### src/motor_drive_regs.svh
// Register map, field positions, reset values and timing counts of the motor drive
`ifndef MOTOR_DRIVE_REGS_SVH
`define MOTOR_DRIVE_REGS_SVH

// Byte offsets on the register bus
`define OFS_CTRL 8'h00
`define OFS_SPEED 8'h04
`define OFS_THRESH 8'h08
`define OFS_CAP 8'h0C
`define OFS_STATUS 8'h10

// Control register fields
`define CTRL_STOP_BIT 0
`define CTRL_REV_BIT 1

// Threshold register fields
`define THR_ZERO_LSB 0
`define THR_FULL_LSB 8

// Status register fields
`define ST_UV_BIT 0
`define ST_OT_BIT 1
`define ST_ILIM_BIT 2
`define ST_HALL_LSB 3
`define ST_FG1_BIT 6
`define ST_FG2_BIT 7
`define ST_SRC_LSB 8
`define ST_SNK_LSB 11

// Reset values
`define RST_CTRL 2'h3
`define RST_SPEED 8'h00
`define RST_ZERO 8'h10
`define RST_FULL 8'hF0
`define RST_CAP_PF 16'h0514

// Timing
`define CLK_HZ 25000000
`define CLK_PERIOD_NS 40
`define HALL_FILT_NS 1000
`define HALL_FILT_CYC ((`HALL_FILT_NS + `CLK_PERIOD_NS - 1) / `CLK_PERIOD_NS)
`define OSC_NUM 197
`define OSC_STEP_PER_TICK (64'd10000000000 / `CLK_HZ)
`define PWM_STEPS 256

`endif

### src/motor_drive_pkg.sv
// Shared types of the motor drive
package motor_drive_pkg;

	// One-hot phase gate pattern, source and sink side
	typedef struct packed {
		logic [2:0] src;
		logic [2:0] snk;
	} phase_drive_s;

	// Protection conditions
	typedef struct packed {
		logic uv;
		logic ot;
		logic ilim;
	} fault_s;

	// Speed pulse pair
	typedef struct packed {
		logic single_rate;
		logic triple_rate;
	} speed_pulse_s;

endpackage : motor_drive_pkg

### src/bldc_direct_pwm_drive_control.sv
// Direct PWM three-phase brushless drive control with Wishbone registers
//
// What this block does
// - PWM gates only source-side transistors
// - Duty spans zero to full on
// - PWM rate from timing capacitance formula
// - Undervoltage forces source side off
// - Overtemperature forces source side off
// - Current trip chops source side each period
// - Hall inputs get clean hysteretic levels
// - Single-rate pulse follows first Hall input
// - Triple-rate pulse combines all three Halls
// - Stop holds source side off
// - Run enables source side, commutates
// - Direction change reverses commutation immediately
// - Current trip leaves sink side braking
// - Low direction forward, high reverse
`timescale 1ns/1ns
`include "motor_drive_regs.svh"

module bldc_direct_pwm_drive_control #(
	parameter int SPEED_W = 8,
	parameter int CAP_W = 16,
	parameter int HALL_FILT_CYC = `HALL_FILT_CYC
) (
	// Clock and reset
	input wire logic mclk,
	input wire logic rst_b,
	// Wishbone slave
	input wire logic wb_cyc_i,
	input wire logic wb_stb_i,
	input wire logic wb_we_i,
	input wire logic [7:0] wb_adr_i,
	input wire logic [3:0] wb_sel_i,
	input wire logic [31:0] wb_dat_i,
	output logic [31:0] wb_dat_o,
	output logic wb_ack_o,
	// Hall comparator levels
	input wire logic hall_input_a,
	input wire logic hall_input_b,
	input wire logic hall_input_c,
	// Protection comparators
	input wire logic undervoltage_threshold,
	input wire logic thermal_limit,
	input wire logic current_sense_pin,
	// Phase gates
	output motor_drive_pkg::phase_drive_s phase_output,
	// Speed pulses
	output motor_drive_pkg::speed_pulse_s speed_pulse
);

	localparam int FC_W = $clog2(HALL_FILT_CYC + 1);

	// Refuse widths the fixed register layout cannot hold
	if (SPEED_W != 8 || CAP_W > 16 || CAP_W < 11 || HALL_FILT_CYC < 1) begin : g_chk
		$error("bldc_direct_pwm_drive_control: unsupported parameter");
	end

	// All state of the block
	typedef struct packed {
		logic [1:0] ack_pend;
		logic ack;
		logic [31:0] rdat;
		logic stop;
		logic rev;
		logic [SPEED_W-1:0] speed;
		logic [7:0] zero_thr;
		logic [7:0] full_thr;
		logic [CAP_W-1:0] cap_pf;
		logic [5:0] sync1;
		logic [5:0] sync2;
		logic [2:0] hall;
		logic [2:0][FC_W-1:0] fcnt;
		logic [31:0] acc;
		logic [7:0] pwm_cnt;
		motor_drive_pkg::fault_s fault;
		motor_drive_pkg::phase_drive_s drive;
		motor_drive_pkg::speed_pulse_s pulse;
	} state_s;

	state_s state_reg;
	state_s state_next;

	localparam logic [31:0] STEP = 32'(`OSC_STEP_PER_TICK * `PWM_STEPS);
	// Control reset value at its own width, so single bits can be picked
	localparam logic [1:0] RST_CTRL_V = `RST_CTRL;

	// Six-step table; reverse swaps source and sink
	function automatic motor_drive_pkg::phase_drive_s commutate(
		input logic [2:0] h, input logic rev);
		motor_drive_pkg::phase_drive_s d;
		d.src = 3'h0;
		d.snk = 3'h0;
		unique case (h)
			3'b101: begin
				d.src = 3'h1;
				d.snk = 3'h2;
			end
			3'b001: begin
				d.src = 3'h1;
				d.snk = 3'h4;
			end
			3'b011: begin
				d.src = 3'h2;
				d.snk = 3'h4;
			end
			3'b010: begin
				d.src = 3'h2;
				d.snk = 3'h1;
			end
			3'b110: begin
				d.src = 3'h4;
				d.snk = 3'h1;
			end
			3'b100: begin
				d.src = 3'h4;
				d.snk = 3'h2;
			end
			default: begin
				d.src = 3'h0;
				d.snk = 3'h0;
			end
		endcase
		if (rev) begin
			return '{src: d.snk, snk: d.src};
		end
		return d;
	endfunction : commutate

	// Byte-lane merge of a write
	function automatic logic [31:0] merge(
		input logic [31:0] old, input logic [31:0] nw, input logic [3:0] sel);
		logic [31:0] r;
		r = old;
		for (int i = 0; i < 4; i++) begin
			if (sel[i]) begin
				r[i*8 +: 8] = nw[i*8 +: 8];
			end
		end
		return r;
	endfunction : merge

	logic [31:0] rd_mux;
	logic [31:0] wr_val;
	logic [31:0] status_word;
	logic [31:0] thr_cyc;
	logic [31:0] acc_sum;
	logic tick;
	logic period_start;
	logic [7:0] duty;
	logic pwm_on;
	logic src_enable;
	motor_drive_pkg::phase_drive_s pattern;

	// Next-state logic
	always_comb begin
		state_next = state_reg;
		status_word = 32'h0;
		status_word[`ST_UV_BIT] = state_reg.fault.uv;
		status_word[`ST_OT_BIT] = state_reg.fault.ot;
		status_word[`ST_ILIM_BIT] = state_reg.fault.ilim;
		status_word[`ST_HALL_LSB +: 3] = state_reg.hall;
		status_word[`ST_FG1_BIT] = state_reg.pulse.single_rate;
		status_word[`ST_FG2_BIT] = state_reg.pulse.triple_rate;
		status_word[`ST_SRC_LSB +: 3] = state_reg.drive.src;
		status_word[`ST_SNK_LSB +: 3] = state_reg.drive.snk;

		// Read mux; unmapped offsets read zero
		rd_mux = 32'h0;
		unique case (wb_adr_i)
			`OFS_CTRL: begin
				rd_mux[`CTRL_STOP_BIT] = state_reg.stop;
				rd_mux[`CTRL_REV_BIT] = state_reg.rev;
			end
			`OFS_SPEED: rd_mux[SPEED_W-1:0] = state_reg.speed;
			`OFS_THRESH: begin
				rd_mux[`THR_ZERO_LSB +: 8] = state_reg.zero_thr;
				rd_mux[`THR_FULL_LSB +: 8] = state_reg.full_thr;
			end
			`OFS_CAP: rd_mux[CAP_W-1:0] = state_reg.cap_pf;
			`OFS_STATUS: rd_mux = status_word;
			default: rd_mux = 32'h0;
		endcase

		// Ack one cycle after the request; write lands on the ack edge
		state_next.ack = wb_cyc_i && wb_stb_i && !state_reg.ack;
		state_next.ack_pend = 2'h0;
		if (wb_cyc_i && wb_stb_i && !state_reg.ack) begin
			state_next.rdat = rd_mux;
		end
		wr_val = merge(rd_mux, wb_dat_i, wb_sel_i);
		if (wb_cyc_i && wb_stb_i && wb_we_i && state_reg.ack) begin
			unique case (wb_adr_i)
				`OFS_CTRL: begin
					state_next.stop = wr_val[`CTRL_STOP_BIT];
					state_next.rev = wr_val[`CTRL_REV_BIT];
				end
				`OFS_SPEED: state_next.speed = wr_val[SPEED_W-1:0];
				`OFS_THRESH: begin
					state_next.zero_thr = wr_val[`THR_ZERO_LSB +: 8];
					state_next.full_thr = wr_val[`THR_FULL_LSB +: 8];
				end
				`OFS_CAP: state_next.cap_pf = wr_val[CAP_W-1:0];
				default: state_next.ack_pend = 2'h0;
			endcase
		end

		// Two-stage synchronisers for all pins
		state_next.sync1 = {current_sense_pin, thermal_limit, undervoltage_threshold,
			hall_input_c, hall_input_b, hall_input_a};
		state_next.sync2 = state_reg.sync1;

		// Hall levels change only after a stable run of samples
		for (int i = 0; i < 3; i++) begin
			if (state_reg.sync2[i] == state_reg.hall[i]) begin
				state_next.fcnt[i] = '0;
			end else if (state_reg.fcnt[i] == FC_W'(HALL_FILT_CYC - 1)) begin
				state_next.fcnt[i] = '0;
				state_next.hall[i] = state_reg.sync2[i];
			end else begin
				state_next.fcnt[i] = state_reg.fcnt[i] + 1'b1;
			end
		end

		// Oscillator: period of 256 ticks tracks the capacitance
		thr_cyc = 32'(state_reg.cap_pf) * 32'(`OSC_NUM);
		acc_sum = state_reg.acc + STEP;
		tick = acc_sum >= thr_cyc;
		if (tick) begin
			state_next.acc = acc_sum - thr_cyc;
			state_next.pwm_cnt = state_reg.pwm_cnt + 8'h01;
		end else begin
			state_next.acc = acc_sum;
		end
		period_start = tick && state_reg.pwm_cnt == 8'hFF;

		// Duty from the speed command with zero and full clamps
		if (state_reg.speed <= state_reg.zero_thr) begin
			duty = 8'h00;
		end else if (state_reg.speed >= state_reg.full_thr) begin
			duty = 8'hFF;
		end else begin
			duty = state_reg.speed;
		end
		pwm_on = duty == 8'hFF || state_reg.pwm_cnt < duty;

		// Protection levels
		state_next.fault.uv = state_reg.sync2[3];
		state_next.fault.ot = state_reg.sync2[4];
		// Current trip latches until the next period, then retries
		if (state_reg.sync2[5]) begin
			state_next.fault.ilim = 1'b1;
		end else if (period_start) begin
			state_next.fault.ilim = 1'b0;
		end

		// Commutation follows direction without delay
		pattern = commutate(state_reg.hall, state_reg.rev);
		src_enable = pwm_on && !state_reg.stop && !state_reg.fault.uv
			&& !state_reg.fault.ot && !state_reg.fault.ilim
			&& !state_reg.sync2[5];
		state_next.drive.src = src_enable ? pattern.src : 3'h0;
		// Sink side keeps braking through a current trip
		state_next.drive.snk = state_reg.stop ? 3'h0 : pattern.snk;

		// Speed pulses
		state_next.pulse.single_rate = state_reg.hall[0];
		state_next.pulse.triple_rate = ^state_reg.hall;
	end

	// State register with synchronous reset
	always_ff @(posedge mclk) begin
		if (!rst_b) begin
			state_reg <= '0;
			state_reg.stop <= RST_CTRL_V[`CTRL_STOP_BIT];
			state_reg.rev <= RST_CTRL_V[`CTRL_REV_BIT];
			state_reg.speed <= `RST_SPEED;
			state_reg.zero_thr <= `RST_ZERO;
			state_reg.full_thr <= `RST_FULL;
			state_reg.cap_pf <= CAP_W'(`RST_CAP_PF);
		end else begin
			state_reg <= state_next;
		end
	end

	// Outputs straight from the state register
	assign wb_ack_o = state_reg.ack;
	assign wb_dat_o = state_reg.rdat;
	assign phase_output = state_reg.drive;
	assign speed_pulse = state_reg.pulse;

endmodule : bldc_direct_pwm_drive_control

### config.mk
export PLATFORM = sky130hd
export DESIGN_NAME = bldc_direct_pwm_drive_control
export DESIGN_NICKNAME = d
export VERILOG_FILES = /design/src/motor_drive_pkg.sv /design/src/bldc_direct_pwm_drive_control.sv
export VERILOG_INCLUDE_DIRS = /design/src /design/src/src
export SDC_FILE = /design/constraint.sdc
export NUM_CORES = 1
export LEC_CHECK = 0
export BUFFER_PORTS_ARGS = -buffer_cell sky130_fd_sc_hd__buf_4
export CORE_ASPECT_RATIO = 1.5
export CORE_MARGIN = 4
export CORE_UTILIZATION = 60
export CTS_BUF_LIST = sky130_fd_sc_hd__clkbuf_4 sky130_fd_sc_hd__clkbuf_8
export DETAILED_ROUTE_END_ITERATION = 8
export HOLD_SLACK_MARGIN = 0.15
export PLACE_DENSITY = 0.8
export REMOVE_ABC_BUFFERS = 1
export SETUP_SLACK_MARGIN = 0.02
export SLEW_MARGIN = 20
export SYNTH_ARGS = -nofsm -noshare
export SYNTH_HDL_FRONTEND = slang
export SYNTH_SLANG_ARGS = --single-unit
### constraint.sdc
create_clock -name mclk -period 8 [get_ports mclk]
set_input_delay 0.4 -clock mclk [delete_from_list [all_inputs] [get_ports mclk]]
set_output_delay 0.4 -clock mclk [all_outputs]
set_load 0.01 [all_outputs]
==> results.txt <==
The end of the worst register-to-register path is state_reg[50]. The power density over the cells came out at 225 nW/um2. The HPWL after detailed placement came out at 18600 um. The total iterations of the first detailed-routing run is 9. Traced cell by cell, the critical path runs through ha_1 > fa_1 > fa_1 > ha_1 > ha_1 > a211o_1 > o311ai_0 > a311oi_1 > o31ai_1 > o21bai_1 > a21oi_1 > xnor2_1 > ha_1 > nand4_1 > nor3_1 > a21boi_0 > mux2_4 > and4_1 > nand2_1 > buf_4 > and4b_1 > mux2i_1. Dividing the synthesized area by the synthesized cell count gives between 8 and 9 um2. After clock tree synthesis, the clock-pin slew on the worst setup and hold paths is around 0.10 ns. The first-pass GRT wire length came out at between 40000 and 50000 um. TritonCTS built the clock tree. The longest individual stage delay on the worst path came out at 0.62 ns. The quantity of gates resized following cts is 0. The average detailed-routed wire length per instance came out at 16.9 um.

Summing over every cut layer, the via total after detailed routing is 8702. The share of the core filled with cells came out at between 60% and 70%. The final total power is between 2 and 2.5 mW. The cell depth of the worst flop-to-flop path came out at 22. The congestion estimate from routability-driven global placement came to between 0.9 and 1. The register with the most flip-flops in the layout has approximately 110 of them.

The reg2reg setup slack came out at ~1.0 ns. Leaving out fill and tap cells, the most frequent cells in the layout are 140 x sky130_fd_sc_hd__dfxtp_1, 138 x sky130_fd_sc_hd__nand2_1, 134 x sky130_fd_sc_hd__ha_1, 102 x sky130_fd_sc_hd__a21oi_1, 102 x sky130_fd_sc_hd__nor2_1. The most used flip-flop cell after synthesis is sky130_fd_sc_hd__dfxtp_1. The sequential-to-total area share from yosys stat is a little over a quarter. In this run the tightest slew margin relative to its limit is 25.8%. The number of cells on the worst hold path came out at 2. In this run the most critical hold path is launched from undervoltage_threshold.

The number of input and output port buffers inserted came out at 61. The post-placement worst setup slack is between 1 and 1.5 ns. In this run the worst hold path is classified as in2reg. The area growth from synthesis to layout is 7.81%. The buffers inserted during post-CTS setup optimization came out at 0.

The placeable core region is 16800 um2. Setup repair after global routing left no endpoint under its margin. The post-synthesis sequential element count came out at between 100 and 150. Data arrives at the worst endpoint at approximately 7.4 ns. Counting stages on the worst path, the most repeated cell is sky130_fd_sc_hd__ha_1. Dividing the detail-routed via count by the number of cells gives 5.95.

The post-route worst setup slack came out at 1.01 ns. The maximum number of pins on one net before global-route repair came out at between 60 and 70. The worst setup path is launched from a register. The run finished with clean final reports. The final antenna-violating net count is 0. For this run, design rule violations remaining after detail routing come to 0.

The highest net fanout along the worst path is 28. The maximum root-to-sink buffer count came out at 2. Setup violations remaining at the end of the flow were counted as 0. The number of nets in the final layout came out at 1450. The clock insertion delay at the later pin of the skew report came out at roughly 0.46 ns. The tree is rooted in a sky130_fd_sc_hd__clkbuf_8. The reg-to-reg critical path startpoint is state_reg[84]. The number of library cell types mapped by synthesis came out at 68. The number of CTS-inserted buffers came out at 17. The number of antenna diodes in the final layout is 0. Between clock sinks in the finished design, the worst skew comes to roughly 0.016 ns.

The number of non-filler instances in the completed layout came out at about 1500. The tool flagged a number of max-cap violations equal to 0. The actual transition at the worst max-transition pin came out at 1.11 ns. In this run, synthesis inferred 0 flip-flops with an integrated enable. The height of the die came out at 168 um. The top-level port count is 96. The die is 115 um wide.

The total wire length after detailed routing came out at ~25000 um. The starting density of the core is 61.1%. The iteration-0 DRC count of the detailed router is roughly 570. The CTS H-tree depth is 4.

In this run the core area contains just under 60 standard-cell rows. The number of standard cells after synthesis came out at between 1000 and 1500. The worst hold slack came out at 0.170 ns. The worst path uses between 80% and 90% of the clock period.

The number of global-route vias before repair is around 8600. The area enclosed by the die boundary is slightly below 20000 um2. The worst hold path terminates at state_next[72]. The required time at the worst-slack endpoint is approximately 8.4 ns. The number of clock sinks is 140.

The overall track demand over capacity in global routing came out at 25.8%. The standby leakage power is around 5.1 nW. The post-synthesis async set-or-reset flop share is 0%. The count of yosys warnings during synthesis is 0.

The endpoint type of the worst setup path is a register. The initial antenna violation count came out at 0. The global route total overflow came out at 0. The final critical-path required period is around 7 ns. The total placed instance area came out at between 10000 and 15000 um2. The share of layout cells above drive strength 1 came out at under 10%.

The worst setup path is of the reg2reg kind. The area of the mapped netlist is about 10000 um2. The maximum operating frequency came out at 143 MHz. The cell count after placement came out at 1427. The finished layout cell area is 11100 um2.

The worst ir drop on vdd is roughly 0.11 mV. The count of final hold-check violations came out at 0. Leaving out fill and tap cells, the most frequent cell in the layout is sky130_fd_sc_hd__dfxtp_1. The max-slew violation total from the final report came to 0. The slowest stage of the critical path belongs to the cell sky130_fd_sc_hd__o311ai_0. The final sum of negative setup slack came out at 0 ns.
==> worst max-delay path by stage <==
stage                  startpoint            end  slack (ns)  cells past startpoint
finish              state_reg[84]  state_reg[50]        1.01                     22
global route        state_reg[84]  state_reg[50]        0.41                     22
CTS                 state_reg[84]  state_reg[50]        0.99                     22
detailed placement  state_reg[84]  state_reg[50]        1.02                     22
global placement    state_reg[84]  state_reg[50]        1.10                     22
floorplan           state_reg[84]  state_reg[50]        1.75                     19
==> metal layers <==
metal  wire [um]  up-vias  part of all wire, %  global-route usage, %
li1            -     4271                    -                      -
met1        9310     4094                   38                   27.2
met2       13200      245                   53                   48.3
met3         983       92                  4.0                   3.88
met4        1250        0                  5.1                   13.3
met5           0        -                    0                      0
==> synthesized netlist by cell type (11+ instances only) <==
master                       n  area share (%)
sky130_fd_sc_hd__a211oi_1   16             1.2
sky130_fd_sc_hd__a21o_1     13            0.95
sky130_fd_sc_hd__a21oi_1   102             5.0
sky130_fd_sc_hd__and2_1     20             1.2
sky130_fd_sc_hd__buf_4      40             2.9
sky130_fd_sc_hd__clkbuf_1   33             1.2
sky130_fd_sc_hd__dfxtp_1   140              27
sky130_fd_sc_hd__fa_1       21             4.1
sky130_fd_sc_hd__ha_1      134              16
sky130_fd_sc_hd__inv_1      69             2.5
sky130_fd_sc_hd__mux2_2     11             1.2
sky130_fd_sc_hd__mux2i_1    39             3.8
sky130_fd_sc_hd__nand2_1   138             5.0
sky130_fd_sc_hd__nand2b_1   18             1.1
sky130_fd_sc_hd__nand3_1    26             1.3
sky130_fd_sc_hd__nand4_1    24             1.5
sky130_fd_sc_hd__nor2_1    103             3.8
sky130_fd_sc_hd__nor3_1     15            0.73
sky130_fd_sc_hd__o211ai_1   12            0.88
sky130_fd_sc_hd__o21a_1     11            0.80
sky130_fd_sc_hd__o21ai_0    42             2.0
sky130_fd_sc_hd__xnor2_1    40             3.4
sky130_fd_sc_hd__xor2_1     35             3.0
==> what timing repair did <==
item | in CTS | in global routing
hold endpoints to repair | 4 | 0
setup endpoints to repair | 0 | 0
hold buffers | 4 | 0
==> report_power, final <==
part / total (mW) / internal (mW) / switching, mW
sequential: 0.859 / 0.777 / 0.0812
clock: 0.628 / 0.299 / 0.329
combinational: 1.01 / 0.424 / 0.589
==> kinds of logic after synthesis <==
kind of cell	count (synthesis)	share of synthesized area [%]
and+or+nand+nor	388	17.8
AOI/OAI and AO/OA	257	15.8
adders and majority gates	155	20.4
buffers and inverters	151	7.17
DFF	140	27.3
xor gates and xnor gates	75	6.39
muxes	51	5.15
other	1	0.0365
==> cell type report <==
| class | instances | area (um2) |
|---|---|---|
| fill | 1421 | 5750 |
| inverter | 69 | 259 |
| sequential | 140 | 2800 |
| clock buffer | 18 | 248 |
| clock inverter | 14 | 176 |
| tap | 210 | 263 |
| multi-input combinational | 942 | 6800 |
| timing repair buffer | 70 | 536 |
==> critical path: cells and delay by family (launching register included) <==
family	cells	cell delay (ns)
fa+ha+maj	6	2.33
buf+inv	1	0.35
compound gates	7	2.04
simple gates	5	1.18
flops	1	0.47
mux	2	0.46
xor+xnor	1	0.08
Note: power is estimated with default switching activity, not from simulation.
